$ cat config.mk
export PLATFORM = sky130hd
export DESIGN_NAME = status_led_controller
export DESIGN_NICKNAME = d
export VERILOG_FILES = /design/src/include/status_led_pkg.sv /design/src/design/activity_stretcher.sv /design/src/design/status_led_controller.sv
export VERILOG_INCLUDE_DIRS = /design/src /design/src/include
export SDC_FILE = /design/constraint.sdc
export NUM_CORES = 1
export LEC_CHECK = 0
export BUFFER_PORTS_ARGS = -buffer_cell sky130_fd_sc_hd__clkbuf_2
export CAP_MARGIN = 0
export CORE_MARGIN = 2
export CORE_UTILIZATION = 35
export DETAILED_ROUTE_END_ITERATION = 10
export PLACE_DENSITY = 0.6
export SETUP_SLACK_MARGIN = 0.15
export SKIP_LAST_GASP = 1
export SLEW_MARGIN = 20
export SYNTH_ARGS = -nofsm -noshare
export SYNTH_HDL_FRONTEND = slang
export SYNTH_SLANG_ARGS = --single-unit
$ cat constraint.sdc
create_clock -name clk_sys -period 2.9 [get_ports clk_sys]
set_input_delay 0.435 -clock clk_sys [delete_from_list [all_inputs] [get_ports clk_sys]]
set_output_delay 0.435 -clock clk_sys [all_outputs]
set_load 0.01 [all_outputs]
$ cat src/include/status_led_params.svh
`ifndef STATUS_LED_PARAMS_SVH
`define STATUS_LED_PARAMS_SVH
`define CLK_HZ          25000000
`define TICK_MS         1
`define TICK_CYCLES     ((`CLK_HZ / 1000) * `TICK_MS)
`define SHORT_MS        500
`define LONG_MS         2500
`define PERIOD_MS       3000
`define ACT_ON_MS       50
`define ACT_OFF_MS      50
`endif

$ cat src/include/status_led_pkg.sv
package status_led_pkg;
   typedef enum logic [3:0] {
      MODE_PRIMARY = 4'h1,
      MODE_STANDBY = 4'h2,
      MODE_OFFLINE = 4'h4,
      MODE_STOPPED = 4'h8
   } run_mode_t;
   typedef enum logic [2:0] {
      ACT_IDLE  = 3'h1,
      ACT_ON    = 3'h2,
      ACT_OFF   = 3'h4
   } act_state_t;
endpackage

$ cat src/design/activity_stretcher.sv
`timescale 1ns/10ps
`default_nettype none
`include "status_led_params.svh"
module activity_stretcher #(
   parameter int ON_MS  = `ACT_ON_MS,
   parameter int OFF_MS = `ACT_OFF_MS
) (
   input  wire logic clk_sys,
   input  wire logic resetn,
   input  wire logic tick_ms,
   input  wire logic traffic,
   output logic      led
);
   import status_led_pkg::*;

   act_state_t  state_reg;
   logic [15:0] cnt_reg;
   logic        pend_reg;

   // ------------------------------------------------------------
   // pending event: traffic seen while a blink is under way
   // ------------------------------------------------------------
   always_ff @(posedge clk_sys or negedge resetn) begin
      if (!resetn) begin
         pend_reg <= 1'b0;
      end else if (state_reg == ACT_IDLE || (state_reg == ACT_OFF && tick_ms &&
                   cnt_reg == 16'h0000)) begin
         // a blink may start here and uses traffic directly, so one event is one blink
         pend_reg <= 1'b0;
      end else if (traffic) begin
         pend_reg <= 1'b1;
      end
   end

   // ------------------------------------------------------------
   // blink sequencer: on/off cycles repeat while traffic continues
   // ------------------------------------------------------------
   always_ff @(posedge clk_sys or negedge resetn) begin
      if (!resetn) begin
         state_reg <= ACT_IDLE;
         cnt_reg   <= 16'h0000;
      end else begin
         unique case (state_reg)
            ACT_IDLE: begin
               if (pend_reg || traffic) begin
                  state_reg <= ACT_ON;
                  cnt_reg   <= 16'(ON_MS - 1);
               end
            end
            ACT_ON: begin
               if (tick_ms) begin
                  if (cnt_reg == 16'h0000) begin
                     state_reg <= ACT_OFF;
                     cnt_reg   <= 16'(OFF_MS - 1);
                  end else begin
                     cnt_reg <= cnt_reg - 16'h0001;
                  end
               end
            end
            ACT_OFF: begin
               // retrigger: pending or new traffic starts the next blink when the off count ends; the repeat rate stays ON_MS + OFF_MS
               if (tick_ms) begin
                  if (cnt_reg == 16'h0000) begin
                     state_reg <= (pend_reg || traffic) ? ACT_ON : ACT_IDLE;
                     cnt_reg   <= 16'(ON_MS - 1);
                  end else begin
                     cnt_reg <= cnt_reg - 16'h0001;
                  end
               end
            end
         endcase
      end
   end

   assign led = (state_reg == ACT_ON);
endmodule
`default_nettype wire

$ cat src/design/status_led_controller.sv
`timescale 1ns/10ps
`default_nettype none
`include "status_led_params.svh"
module status_led_controller #(
   parameter int  TICK_CYCLES  = `TICK_CYCLES,
   parameter bit  REDUNDANT    = 1'b0,
   parameter bit  HAS_FIELDBUS = 1'b1
) (
   input  wire logic clk_sys,
   input  wire logic resetn,
   input  wire logic running,
   input  wire logic stop_req,
   input  wire logic run_req,
   input  wire logic sw_fault_halt,
   input  wire logic configured,
   input  wire logic role_primary,
   input  wire logic role_standby,
   input  wire logic processor_fault,
   input  wire logic system_fault,
   input  wire logic card_battery_weak,
   input  wire logic backplane_fault,
   input  wire logic io_module_fault,
   input  wire logic io_channel_fault,
   input  wire logic io_config_fault,
   input  wire logic card_inserted,
   input  wire logic card_auto_run,
   input  wire logic terminal_traffic,
   input  wire logic fieldbus_traffic,
   output logic      run_led,
   output logic      error_led,
   output logic      io_error_led,
   output logic      terminal_link_indicator,
   output logic      fieldbus_link_indicator,
   output logic      run_state
);
   import status_led_pkg::*;

   logic [24:0] pre_reg;
   logic        tick_ms;
   logic [11:0] phase_reg;
   logic        slow_reg;
   logic [9:0]  half_reg;
   logic        card_prev_reg;
   logic        run_state_reg;
   logic        run_led_reg;
   logic        error_led_reg;
   logic        io_led_reg;
   logic        term_led;
   logic        field_led;
   run_mode_t   mode;

   // ------------------------------------------------------------
   // millisecond prescaler
   // ------------------------------------------------------------
   always_ff @(posedge clk_sys or negedge resetn) begin
      if (!resetn) begin
         pre_reg <= 25'h0000000;
      end else if (pre_reg == 25'(TICK_CYCLES - 1)) begin
         pre_reg <= 25'h0000000;
      end else begin
         pre_reg <= pre_reg + 25'h0000001;
      end
   end
   assign tick_ms = (pre_reg == 25'(TICK_CYCLES - 1));

   // ------------------------------------------------------------
   // 3 s pattern phase and 500 ms symmetric flasher
   // ------------------------------------------------------------
   always_ff @(posedge clk_sys or negedge resetn) begin
      if (!resetn) begin
         phase_reg <= 12'h000;
      end else if (tick_ms) begin
         phase_reg <= (phase_reg == 12'(`PERIOD_MS - 1)) ? 12'h000 : phase_reg + 12'h001;
      end
   end

   always_ff @(posedge clk_sys or negedge resetn) begin
      if (!resetn) begin
         half_reg <= 10'h000;
         slow_reg <= 1'b1;
      end else if (tick_ms) begin
         if (half_reg == 10'(`SHORT_MS - 1)) begin
            half_reg <= 10'h000;
            slow_reg <= ~slow_reg;
         end else begin
            half_reg <= half_reg + 10'h001;
         end
      end
   end

   // ------------------------------------------------------------
   // run state, with auto run on card insertion
   // ------------------------------------------------------------
   always_ff @(posedge clk_sys or negedge resetn) begin
      if (!resetn) begin
         card_prev_reg <= 1'b0;
      end else begin
         card_prev_reg <= card_inserted;
      end
   end

   always_ff @(posedge clk_sys or negedge resetn) begin
      if (!resetn) begin
         run_state_reg <= 1'b0;
      end else if (!configured || sw_fault_halt) begin
         run_state_reg <= 1'b0;
      end else if (card_inserted && !card_prev_reg && card_auto_run) begin
         run_state_reg <= 1'b1;
      end else if (stop_req) begin
         run_state_reg <= 1'b0;
      end else if (run_req) begin
         run_state_reg <= 1'b1;
      end
   end
   assign run_state = run_state_reg;

   // ------------------------------------------------------------
   // run indicator
   // ------------------------------------------------------------
   always_comb begin
      if (!running || sw_fault_halt) begin
         mode = MODE_STOPPED;
      end else if (!REDUNDANT || role_primary) begin
         mode = MODE_PRIMARY;
      end else if (role_standby) begin
         mode = MODE_STANDBY;
      end else begin
         mode = MODE_OFFLINE;
      end
   end

   always_ff @(posedge clk_sys or negedge resetn) begin
      if (!resetn) begin
         run_led_reg <= 1'b0;
      end else if (!configured) begin
         run_led_reg <= 1'b0;
      end else begin
         unique case (mode)
            MODE_PRIMARY: run_led_reg <= 1'b1;
            MODE_STANDBY: run_led_reg <= (phase_reg < 12'(`LONG_MS));
            MODE_OFFLINE: run_led_reg <= (phase_reg < 12'(`SHORT_MS));
            MODE_STOPPED: run_led_reg <= slow_reg;
         endcase
      end
   end

   // ------------------------------------------------------------
   // error and io error indicators
   // ------------------------------------------------------------
   always_ff @(posedge clk_sys or negedge resetn) begin
      if (!resetn) begin
         error_led_reg <= 1'b0;
      end else if (processor_fault || system_fault) begin
         error_led_reg <= 1'b1;
      end else if (!configured || sw_fault_halt || card_battery_weak || backplane_fault) begin
         error_led_reg <= slow_reg;
      end else begin
         error_led_reg <= 1'b0;
      end
   end

   always_ff @(posedge clk_sys or negedge resetn) begin
      if (!resetn) begin
         io_led_reg <= 1'b0;
      end else if (io_module_fault || io_channel_fault || io_config_fault) begin
         io_led_reg <= 1'b1;
      end else if (backplane_fault) begin
         io_led_reg <= slow_reg;
      end else begin
         io_led_reg <= 1'b0;
      end
   end

   // ------------------------------------------------------------
   // link activity indicators
   // ------------------------------------------------------------
   activity_stretcher u_term (
      .clk_sys (clk_sys),
      .resetn  (resetn),
      .tick_ms (tick_ms),
      .traffic (terminal_traffic),
      .led     (term_led)
   );

   generate
      if (HAS_FIELDBUS) begin : g_field
         activity_stretcher u_field (
            .clk_sys (clk_sys),
            .resetn  (resetn),
            .tick_ms (tick_ms),
            .traffic (fieldbus_traffic),
            .led     (field_led)
         );
      end else begin : g_nofield
         assign field_led = 1'b0;
      end
   endgenerate

   assign run_led                 = run_led_reg;
   assign error_led               = error_led_reg;
   assign io_error_led            = io_led_reg;
   assign terminal_link_indicator = term_led;
   assign fieldbus_link_indicator = field_led;
endmodule
`default_nettype wire

### After elaboration in Yosys (flattened, before gate mapping)

Cells that the tools add are included.

| storage, ports and cells | value |
|---|---|
| register bits | 93 |
| latch bits | 0 |
| bits in writable memories | 0 |
| bits in read-only memories | 0 |
| input bits | 20 |
| output and inout port bits | 6 |
| word-level logic and storage cells | 120 |
| memories | 0 |

| cells by class | value |
|---|---|
| add/subtract/negate cells | 5 |
| $mul | 0 |
| div/mod/pow operators | 0 |
| $lt $le $gt $ge | 2 |
| equality and inequality tests | 25 |
| shift-type cells | 0 |
| multiplexer cells | 40 |
| bitwise logic cells | 1 |
| reductions and logical operators | 32 |

Operators by type and width:

| operator | count |
|---|---|
| two-way mux 16 bit | 6 |
| one-hot mux 16 bit (2 select lines) | 2 |
| zero test 16 bit | 2 |
| subtractor 16 x 1 -> 16 bit, second input constant | 2 |
| two-way mux 3 bit | 10 |
| adder 25 x 1 -> 25 bit, second input constant | 1 |
| == test 25 x 15 -> 1 bit, second input constant | 1 |
| two-way mux 25 bit | 1 |
| one-hot mux 3 bit (3 select lines) | 2 |
| != test 2 x 1 -> 1 bit, second input constant | 8 |
| two-way mux 1 bit | 13 |
| adder 12 x 1 -> 12 bit, second input constant | 1 |
| == test 12 bit, second input constant | 1 |
| less-than comparator 12 bit, second input constant | 1 |
| less-than comparator 12 x 9 -> 1 bit, second input constant | 1 |
| two-way mux 12 bit | 1 |
| logical OR 1 bit | 11 |
| adder 10 x 1 -> 10 bit, second input constant | 1 |
| == test 10 x 9 -> 1 bit, second input constant | 1 |
| two-way mux 10 bit | 1 |
| AND reduction 5 bit | 2 |
| != test 2 bit, second input constant | 4 |
| == test 3 x 1 -> 1 bit, second input constant | 2 |
| == test 3 x 2 -> 1 bit, second input constant | 2 |
| 15 further kinds | 28 |

### Longest topological paths before layout

Gate-level depths: netlist of the first run.

| depth | value |
|---|---|
| depth after elaboration | 6 |
| mapped depth | 9 |
| mapped depth without buffers | 7 |

### By module

Synthesis of the first run repeated with hierarchy kept, for this count alone.

| unflattened totals | value |
|---|---|
| cells, all modules | 419 |
| area total of the unflattened synthesis | 4326.6 um^2 |

By module, submodules not included:

| module | instances | cells each | area each (um^2) | sequential area each (um^2) |
|---|---|---|---|---|
| activity_stretcher | 2 | 120 | 1179.9 | 501.7 |
| status_led_controller | 1 | 179 | 1966.9 | 1027.2 |

### Worst setup path before layout of the first run

No wires, ideal clock.

| timing | value |
|---|---|
| path type | flip-flop to flip-flop |
| start | register u_term.cnt_reg[0] |
| end | register u_term.cnt_reg[3] |
| setup time | 132 ps |
| data arrival time | 1988 ps |
| required time | 2768 ps |
| path slack | 780 ps |
| stages on the path, launching flop included | 10 |
| buffers on the path | 2 |
| period minus slack after synthesis | 2120 ps |
| cells stage by stage | dfrtp_1 inv_1 ha_1 or3b_1 buf_6 nor4b_4 a21oi_2 buf_6 a211oi_1 o22ai_1 |

| on the way | value |
|---|---|
| cells in the longest elaborated chain, start to end | 4 |
| elaborated cells between the ends (all ways) | 5 |
| classes of those cells | add/sub: 1; mux: 3; reduce/logical: 1 |

Ends and longest elaborated chain:

| item | line | RTL |
|---|---|---|
| from (decl) | activity_stretcher.sv:17 | `logic [15:0] cnt_reg;` |
| from (signal assigned) | activity_stretcher.sv:47 | `cnt_reg <= 16'(ON_MS - 1);` |
| from (signal assigned) | activity_stretcher.sv:54 | `cnt_reg <= 16'(OFF_MS - 1);` |
| from (signal assigned) | activity_stretcher.sv:56 | `cnt_reg <= cnt_reg - 16'h0001;` |
| subtractor 16 x 1 -> 16 bit / zero test 16 bit (equally long branches) | n/a |  |
| two-way mux 16 bit (*) | activity_stretcher.sv:52, activity_stretcher.sv:63 |  |
| two-way mux 16 bit (*) | activity_stretcher.sv:51 | `if (tick_ms) begin` |
| one-hot mux 16 bit (2 select lines) (*) | activity_stretcher.sv:43 | `unique case (state_reg)` |

Every way passes the cells marked *; elsewhere a longest branch is shown, timed or not. The select of a mux whose other input is x is not followed.
A chain may end at the register's enable or synchronous reset.

### Worst setup path after layout of the first run

| timing | value |
|---|---|
| start | register u_term.cnt_reg[0] |
| end | register u_term.cnt_reg[14] |

Same word-level chain as after synthesis.

==> results of run 1 <==
[power by group]
| group | internal (mW) | switching [mW] | leakage [nW] | total, mW |
|---|---|---|---|---|
| Sequential | 1.16 | 0.0275 | 1.00 | 1.19 |
| Clock | 0.867 | 0.450 | 0.169 | 1.32 |
| Combinational | 0.0394 | 0.0605 | 0.837 | 0.0999 |
| Total | 2.07 | 0.538 | 2.01 | 2.61 |
[worst min path at each step]
stage | slack (ns) | cells past startpoint | from | end
5_1_grt | 0.22 | 1 | resetn | card_prev_reg
3_5_place_dp | 0.46 | 1 | pre_reg[24] | pre_reg[24]
6_report | 0.15 | 1 | resetn | half_reg[5]
3_3_place_gp | 0.45 | 1 | half_reg[7] | half_reg[7]
2_1_floorplan | 0.14 | 0 | resetn | card_prev_reg
4_1_cts | 0.22 | 1 | card_inserted | card_prev_reg
[cell usage in the layout, fill, tap and decap left out, types with 4 or more instances in the layout]
cell type	Yosys	routed
dfrtp_1	78	78
nor2_1	33	33
nand2_1	33	33
o21ai_0	23	23
clkbuf_2	0	22
o31ai_1	20	20
nand3_1	19	19
nor3_1	16	16
inv_1	14	14
xor2_1	14	14
xnor2_1	13	13
a211oi_1	13	13
nand4_1	12	12
nor4_1	12	11
clkbuf_16	0	9
a21oi_1	8	8
buf_4	0	8
nand2b_1	7	7
or3_1	6	6
o22ai_1	6	6
and3_1	5	5
a211o_1	5	5
or2_2	5	5
o41ai_1	5	5
a21o_1	4	4
a31oi_1	4	4
ha_1	4	4
[layout make-up]
| class | instances | area share |
|---|---|---|
| inverters | 14 | 0.0107 |
| clock buffers | 10 | 0.0487 |
| well taps | 147 | 0.0375 |
| clock inverters | 6 | 0.0235 |
| flip-flops and latches | 81 | 0.414 |
| repair buffers | 31 | 0.0370 |
| multi-input cells | 322 | 0.429 |
[per-layer routing]
metal / track usage / vias to the layer above / part of all wire
met5: 0 / - / 0
met4: 0.0455 / 0 / 0.010
met3: 0.0312 / 7 / 0.031
met2: 0.224 / 62 / 0.45
met1: 0.196 / 1660 / 0.51
li1: - / 1680 / -
[cells by family (layout without fill, tap and decap cells)]
group / count (synthesis) / in the layout / synth area share
AO/OA/AOI/OAI: 110 / 110 / 0.183
multiplexers: 4 / 4 / 0.00969
buffers and inverters: 26 / 61 / 0.0314
adder cells (fa/ha/maj): 4 / 4 / 0.0117
XOR/XNOR: 27 / 27 / 0.0555
AND/OR/NAND/NOR: 177 / 177 / 0.233
flip-flops: 81 / 81 / 0.476
[through the flow]
step | power, mW | worst slack, ns | hold slack, ns
CTS | 2.64 | 0.283 | 0.218
detailed placement | 1.31 | 0.309 | 0.464
global route | 2.70 | 0.204 | 0.220
global placement | 1.31 | 0.322 | 0.452
floorplan | 1.25 | 0.780 | 0.139
finish | 2.61 | 0.354 | 0.148
==> metrics.csv, run 1 <==
metric,value,unit
status,finished clean,
initial DRC count,162,
share of the synthesized area in the top cell type,0.458,
CP bufs+invs,1,
R2R depth,7,
DIE HEIGHT,114,um
DP HPWL,5930,um
Clock Path Buffers,2,
fmax,0.393,GHz
fill count,1144,
area added between synthesis and finish,15.1,%
final WL,8760,um
share of layout cells above drive strength 1,0.159,
initial antenna violation count,0,
Yosys cell types,68,
synth top area cells,"dfrtp_1 46%, o31ai_1 3.5%, nand2_1 2.9%",
fin nets,483,
Pwr Density,531,nW/um^2
crit path DAT,2.74,ns
Critical Path RT,3.10,ns
final period utilization,0.878,
Die X-Extent,114,um
Syn Inst Count,429,
leading register cell type out of synthesis,dfrtp_1,
crit path to,u_term.cnt_reg[14],
CP Cell Sequence,inv_1 -> ha_1 -> or3b_1 -> nor4b_4 -> a21oi_2 -> nand2_1 -> o21ai_0,
Yosys top cell by area,dfrtp_1,
Critical R2R Capture,u_term.cnt_reg[14],
worst setup path start,u_term.cnt_reg[0],
GP Congestion,0.805,
cts repair resizes,0,
setup_tns,0,ns
"EDFF count, synth",0,
post-CTS repair timing setup buffer count,0,
final instance area,4910,sq um
Area after DPL,4550,sq um
footprint of the multi-input gates,2100,sq um
CTS sink count,81,
"count leader, synth",dfrtp_1,
synth cell count leaders,"78 x dfrtp_1, 33 x nand2_1, 33 x nor2_1, 23 x o21ai_0, 20 x o31ai_1",
worst stage delay on the critical path,0.55,ns
crit path kind,flop to flop,
Mapped Avg Cell Area,9.94,sq um
ys async rst share,1.00,
Initial Utilization,0.356,
RSZ-0062 raised after global routing,false,
routed len/inst,14.3,um
Placed Instances,595,
TritonCTS Buffers,9,
"Seq/Total Area, Yosys",0.476,
max_cap viols,0,
drt first pass iters,4,
Reg2Reg Setup Slack,0.35,ns
DIE AREA,13100,sq um
Leak,2.01,nW
launch point of the worst reg-to-reg path,u_term.cnt_reg[0],
Hold WC Path Type,input port to async pin,
Final ANT Viol Nets,0,
num rows,40,
Setup Skew,0.00772,ns
CP Max Fanout,12,
sequential cell area,2030,sq um
WP depth,7,
H-tree depth,3,
I/O pin count,26,
routed via count,3409,
type of origin of the critical path,flop,
drt drc,0,
All-Layer GR Usage,0.142,
critical path's top delay family,simple AND/OR/NAND/NOR gates,
"Hold Vio Cnt, Final",0,
CTS tree,yes,
"Setup violations, final",0,
global-route wire length before repair,15300,um
core footprint,12000,sq um
Setup crit end kind,flop,
vias in the first global route,3278,
Layout Cells excl Fill,611,
GR Overflow Total,0,
number of flip-flops in the largest register,25,
Slew HR,0.297,
Worst-Margin Slew,1.06,ns
critical path's slowest cell,nor4b_4,
Ys Warns,0,
Antenna Cells,0,
final worst path period need,2.55,ns
clock latency at the later pin of the worst-skew pair,0.33,ns
Final Slew Violations,0,
Hold Buf Count CTS,0,
number of I/O port buffers,23,
Clock Pin Slew Worst Setup and Hold Paths,0.06,ns
Seq cells post-synth,81,
syn nets,453,
largest net degree at the start of global routing,82,
"IR drop worst, VDD",0.000326,V
Via density,5.58,
Syn Std Cell Area,4260,sq um
final core utilization,0.410,
root buffer cell,clkbuf_16,
(Power assumes the default switching activity.)
==> inputs of run 2 (changes only) <==
- REMOVE_ABC_BUFFERS: not set -> 1
- SLEW_MARGIN: 20 -> 10
- clock period: 2.9 -> 2.8 ns (I/O delays scaled with it)
==> run 2 against run 1 <==
Wire length grew 3.0%. Maximum frequency rose by 4.3%. Sequential power is 3% higher. Die area unchanged. Global-route usage rose by 0.75 points.
==> metrics.csv, run 2 (synthesis gave the netlist of run 1 again) <==
metric,value,unit,change
status,finished clean,,
num rows,40,,unchanged
Layout Cells excl Fill,618,,+1.1%
All-Layer GR Usage,0.150,,+0.00750
critical path's top delay family,compound AO/OA/AOI/OAI gates,,
Critical R2R Capture,g_field.u_field.cnt_reg[3],,
crit path kind,flop to flop,,
Worst-Margin Slew,1.12,ns,+0.0691 ns
largest net degree at the start of global routing,51,,-38%
most frequent cells in the layout,"78 x dfrtp_1, 33 x nor2_1, 33 x nand2_1, 23 x o21ai_0, 22 x clkbuf_2",,
CTS sink count,81,,unchanged
launch point of the worst reg-to-reg path,pre_reg[0],,
final core utilization,0.409,,-0.00146
crit path DAT,2.65,ns,-0.09 ns
"Setup violations, final",0,,unchanged
Flop pwr share,0.498,,+0.042
final period utilization,0.872,,-0.00608
post-CTS repair timing setup buffer count,0,,unchanged
final WL,9020,um,+3.0%
number of I/O port buffers,23,,unchanged
Slew HR,0.251,,-0.0461
sw frac,0.246,,+0.0396
Setup Skew,0.00599,ns,-0.00172 ns
Logic pwr share,0.044,,+0.006
Hold Buf Count CTS,0,,unchanged
RSZ-0062 raised after global routing,false,,
Clock Pin Slew Worst Setup and Hold Paths,0.07,ns,about the same
DP HPWL,6340,um,+6.9%
fin nets,490,,+1.4%
routed len/inst,14.6,um,+1.9%
CTS tree,yes,,
Die X-Extent,114,um,unchanged
max_cap viols,0,,unchanged
Clock Path Buffers,2,,unchanged
Clk network pwr share,0.459,,-0.047
Via density,5.49,,-1.7%
Hold WC Path Type,input port to async pin,,
worst stage delay on the critical path,0.93,ns,+0.38 ns
initial DRC count,198,,+22%
Pwr Density,505,nW/um^2,-4.8%
initial antenna violation count,0,,unchanged
NetSw,0.608,mW,+13%
type of origin of the critical path,flop,,
Reg2Reg Setup Slack,0.36,ns,about the same
GP Congestion,0.805,,about the same
I/O pin count,26,,unchanged
Initial Utilization,0.356,,unchanged
internal power,1.86,mW,-9.9%
area added between synthesis and finish,14.7,%,
Final ANT Viol Nets,0,,unchanged
DIE AREA,13100,sq um,unchanged
drt drc,0,,unchanged
share of layout cells above drive strength 1,0.172,,+0.0125
core footprint,12000,sq um,unchanged
CP Cell Sequence,ha_1 -> and4_1 -> a221oi_2 -> nand2b_1 -> o221ai_1,,
critical path's slowest cell,a221oi_2,,
"Hold Vio Cnt, Final",0,,unchanged
Final Slew Violations,0,,unchanged
DIE HEIGHT,114,um,unchanged
GR Overflow Total,0,,unchanged
global-route wire length before repair,15700,um,+2.4%
Setup crit end kind,flop,,
CP Max Fanout,16,,+4
drt first pass iters,4,,unchanged
fmax,0.410,GHz,+4.3%
"IR drop worst, VDD",0.000337,V,+3.5%
TritonCTS Buffers,9,,unchanged
H-tree depth,3,,unchanged
cts repair resizes,0,,unchanged
Leak,2.01,nW,+0.12%
"most common cell after layout, fill and taps aside",dfrtp_1,,
clock latency at the later pin of the worst-skew pair,0.35,ns,+0.02 ns
Critical Path RT,3.01,ns,-0.09 ns
vias in the first global route,3278,,unchanged
CP bufs+invs,0,,-1
final worst path period need,2.44,ns,-0.105 ns
R2R depth,5,,-2
routed via count,3390,,-0.56%
Placed Instances,602,,+1.2%
Antenna Cells,0,,unchanged
number of flip-flops in the largest register,25,,unchanged
root buffer cell,clkbuf_16,,
setup_tns,0,ns,unchanged
## run 2: cell types whose count changed in the layout (fill, tap and decap cells not counted), sizes merged
cell and delta:
buf +7, clkbuf -1, clkinv +1, inv +3, bufinv -3
## run 2: power groups by stage
stage                     clock, mW  combinational (mW)  sequential, mW
after CTS                      1.16               0.111            1.23
after detailed placement          0               0.111            1.25
after floorplan                   0              0.0544            1.25
after global placement            0               0.108            1.25
final                          1.13               0.108            1.23
after global routing           1.21               0.124            1.23
## run 2: layout make-up
type,count,area [sq um]
clock buffer,9,225
clock inverter,7,62.6
fill,1155,7070
inverter,14,52.6
multi-input combinational,322,2100
sequential,81,2030
tap,147,184
timing repair buffer,38,230
## run 2: metal layers
layer / global-route usage / share of wire / wire length, um
met1: 0.193 / 0.48 / 4310
met3: 0.0397 / 0.044 / 398
met2: 0.242 / 0.46 / 4160
met5: 0 / 0 / 0
met4: 0.0553 / 0.018 / 159
## run 2: worst max path at each step
stage | cells after the start | startpoint | endpoint | slack, ns
after floorplan | 4 | u_term.state_reg[0] | u_term.cnt_reg[15] | 0.35
after global placement | 5 | pre_reg[0] | g_field.u_field.cnt_reg[3] | 0.43
after detailed placement | 5 | pre_reg[0] | g_field.u_field.cnt_reg[3] | 0.38
after CTS | 5 | pre_reg[0] | g_field.u_field.cnt_reg[3] | 0.35
after global routing | 5 | pre_reg[0] | g_field.u_field.cnt_reg[3] | 0.19
final | 5 | pre_reg[0] | g_field.u_field.cnt_reg[3] | 0.36
## run 2: per-stage QoR
stage / setup WS, ns / cell area (sq um) / power, mW / hold slack [ns]
3_5_place_dp: 0.377 / 4600 / 1.36 / 0.466
6_report: 0.359 / 4890 / 2.47 / 0.0743
5_1_grt: 0.185 / 4890 / 2.57 / 0.154
3_3_place_gp: 0.428 / 4600 / 1.36 / 0.450
4_1_cts: 0.349 / 4890 / 2.51 / 0.126
2_1_floorplan: 0.353 / 4180 / 1.30 / 0.124
## run 2: worst register-to-register path: stages, from the launching register on
cell and delay, ns:
dfrtp_1 0.41, ha_1 0.27, and4_1 0.25, a221oi_2 0.93, nand2b_1 0.30, o221ai_1 0.14
==> inputs of run 3 (changes only) <==
- PLACE_DENSITY: 0.6 -> 0.62
- clock period: 2.8 -> 2 ns (I/O delays scaled with it)
==> run 3 against run 2 <==
The run now ends with setup timing left. Critical path depth up 2. First-iteration DRC count up 28%. Sequential cell count unchanged. Final cell count up 18%. Via count up 17%. Clock power up 59%. Critical endpoint is now u_term.cnt_reg[2]. Power up 51%. Worst hold slack better by 0.0075 ns. Wire length up 30%. Die area unchanged. Non-clock buffer count up 111.
==> metrics.csv, run 3 (synthesis gave the netlist of run 1 again) <==
metric,value,unit,change
H-tree depth,3,,unchanged
fmax,0.476,GHz,+16%
Placed Instances,675,,+12%
DP HPWL,7170,um,+13%
share of layout cells above drive strength 1,0.448,,+0.276
core footprint,12000,sq um,unchanged
root buffer cell,clkbuf_16,,
Via density,5.45,,-0.64%
All-Layer GR Usage,0.175,,+0.0252
status,"complete, but fails checks",,
final instance area,6410,sq um,+31%
CP Cell Sequence,or4_4 -> nor4b_4 -> buf_6 -> buf_6 -> a211oi_4 -> o31ai_2 -> o21ai_1,,
dpl ws,-0.354,ns,-0.731 ns
Final Power,3.74,mW,+51%
final period utilization,1.05,,+0.178
DIE HEIGHT,114,um,unchanged
final worst path period need,2.10,ns,-0.342 ns
Layout Cells excl Fill,728,,+18%
final core utilization,0.536,,+0.127
RSZ-0062 raised after global routing,true,,
CTS tree,yes,,
Worst-Margin Slew,0.463,ns,-0.661 ns
"Hold Vio Cnt, Final",0,,unchanged
Die X-Extent,114,um,unchanged
Clock Path Buffers,2,,unchanged
initial DRC count,253,,+28%
footprint of the multi-input gates,2630,sq um,+25%
"Setup violations, final",24,,+24
global-route wire length before repair,18400,um,+18%
clock latency at the later pin of the worst-skew pair,0.35,ns,about the same
CTS sink count,81,,unchanged
cell mode on critical path,buf_6,,
initial antenna violation count,0,,unchanged
"most common cell after layout, fill and taps aside",buf_4,,
area added between synthesis and finish,50.4,%,
TritonCTS Buffers,9,,unchanged
vias in the first global route,4020,,+23%
Leak,2.78,nW,+38%
Area after DPL,5160,sq um,+12%
Antenna Cells,0,,unchanged
Hold WC Path Type,input port to flop,,
drt first pass iters,4,,unchanged
"IR drop worst, VDD",0.000453,V,+34%
fin nets,601,,+23%
Pwr Density,583,nW/um^2,+15%
GP Congestion,0.816,,+1.3%
Initial Utilization,0.356,,unchanged
Clock Pin Slew Worst Setup and Hold Paths,0.06,ns,about the same
I/O pin count,26,,unchanged
routed via count,3968,,+17%
number of I/O port buffers,23,,unchanged
CP Max Fanout,6,,-10
Slew HR,0.691,,+0.441
final WL,11700,um,+30%
Setup Skew,0.00813,ns,+0.00214 ns
Setup crit end kind,flop,,
critical path's slowest cell,or4_4,,
num rows,40,,unchanged
routed len/inst,16.1,um,+10%
type of origin of the critical path,flop,,
worst stage delay on the critical path,0.57,ns,-0.36 ns
failing checks,setup timing,,
Critical Path RT,2.22,ns,-0.79 ns
sequential cell area,2030,sq um,unchanged
largest net degree at the start of global routing,62,,+22%
max_cap viols,0,,unchanged
number of flip-flops in the largest register,25,,unchanged
fill count,1008,,-13%
Final ANT Viol Nets,0,,unchanged
drt drc,0,,unchanged
DIE AREA,13100,sq um,unchanged
crit path DAT,2.32,ns,-0.33 ns
crit path kind,flop to flop,,
most frequent cells in the layout,"104 x buf_4, 78 x dfrtp_1, 28 x nor2_1, 27 x nand2_1, 22 x clkbuf_2",,
Final Slew Violations,0,,unchanged
Setup WS post-layout,-0.0994,ns,-0.458 ns
GR Overflow Total,0,,unchanged
run 3: cell count changes in the layout (fill, tap and decap cells not counted), sizes merged:
cell         before  now
clkinvlp          1    2
clkbuf           31   34
bufinv            0    2
buf              16  124
dlygate4sd3       0    1
inv              17   14
clkinv            3    1
run 3: area by class of cell:
cell class,count,share of cell area
Tap cell,147,0.0287
Inverter,14,0.00820
Clock inverter,5,0.0125
Clock buffer,10,0.0373
Timing Repair Buffer,149,0.186
Multi-Input combinational cell,322,0.411
Sequential cell,81,0.317
run 3: critical path, delay by kind of cell (launching register included):
kind	cells	cell delay (ns)
and+or+nand+nor	2	0.91
buffers and inverters	2	0.30
DFF	1	0.37
AOI/OAI and AO/OA	3	0.39
run 3: worst paths after layout:
check                                    from                      endpoint  slack (ns)  depth (start not counted)
min reg2reg                       half_reg[7]                   half_reg[7]        0.47                          1
max                        u_term.cnt_reg[10]             u_term.cnt_reg[2]        -0.1                          7
min                             card_inserted                 card_prev_reg        0.08                          1
min in group asynchronous              resetn             u_term.cnt_reg[5]        0.39                          2
max in group asynchronous              resetn  g_field.u_field.state_reg[0]        0.95                          3
max reg2reg                u_term.cnt_reg[10]             u_term.cnt_reg[2]        -0.1                          7
run 3: where the power goes:
part           internal (mW)  switching [mW]
Combinational          0.100           0.120
Sequential              1.68          0.0373
Clock                   1.12           0.679
Total                   2.90           0.837
run 3: what timing repair did:
item / 4_1_cts / 5_1_grt
setup endpoints to repair: 53 / 65
gates resized for setup: 76 / 69
setup buffers: 17 / 16
endpoints found under the hold margin: 19 / 0
cloned: 3 / 1
pin swaps: 16 / 33
hold buffers: 1 / 0
run 3: stage by stage:
stage          hold WS (ns)  setup TNS, ns
6_report             0.0818          -1.09
5_1_grt              0.0725          -6.19
3_3_place_gp          0.212          -4.31
4_1_cts              0.0752         -0.388
3_5_place_dp          0.219          -6.60
2_1_floorplan       0.00441          -7.55
run 3: routing by layer:
layer | GRT usage | vias to the layer above | wire [um]
met5 | 0 | - | 0
met4 | 0.0439 | 0 | 135
met3 | 0.0381 | 16 | 455
met2 | 0.300 | 83 | 6020
met1 | 0.226 | 1959 | 5110
li1 | - | 1910 | -
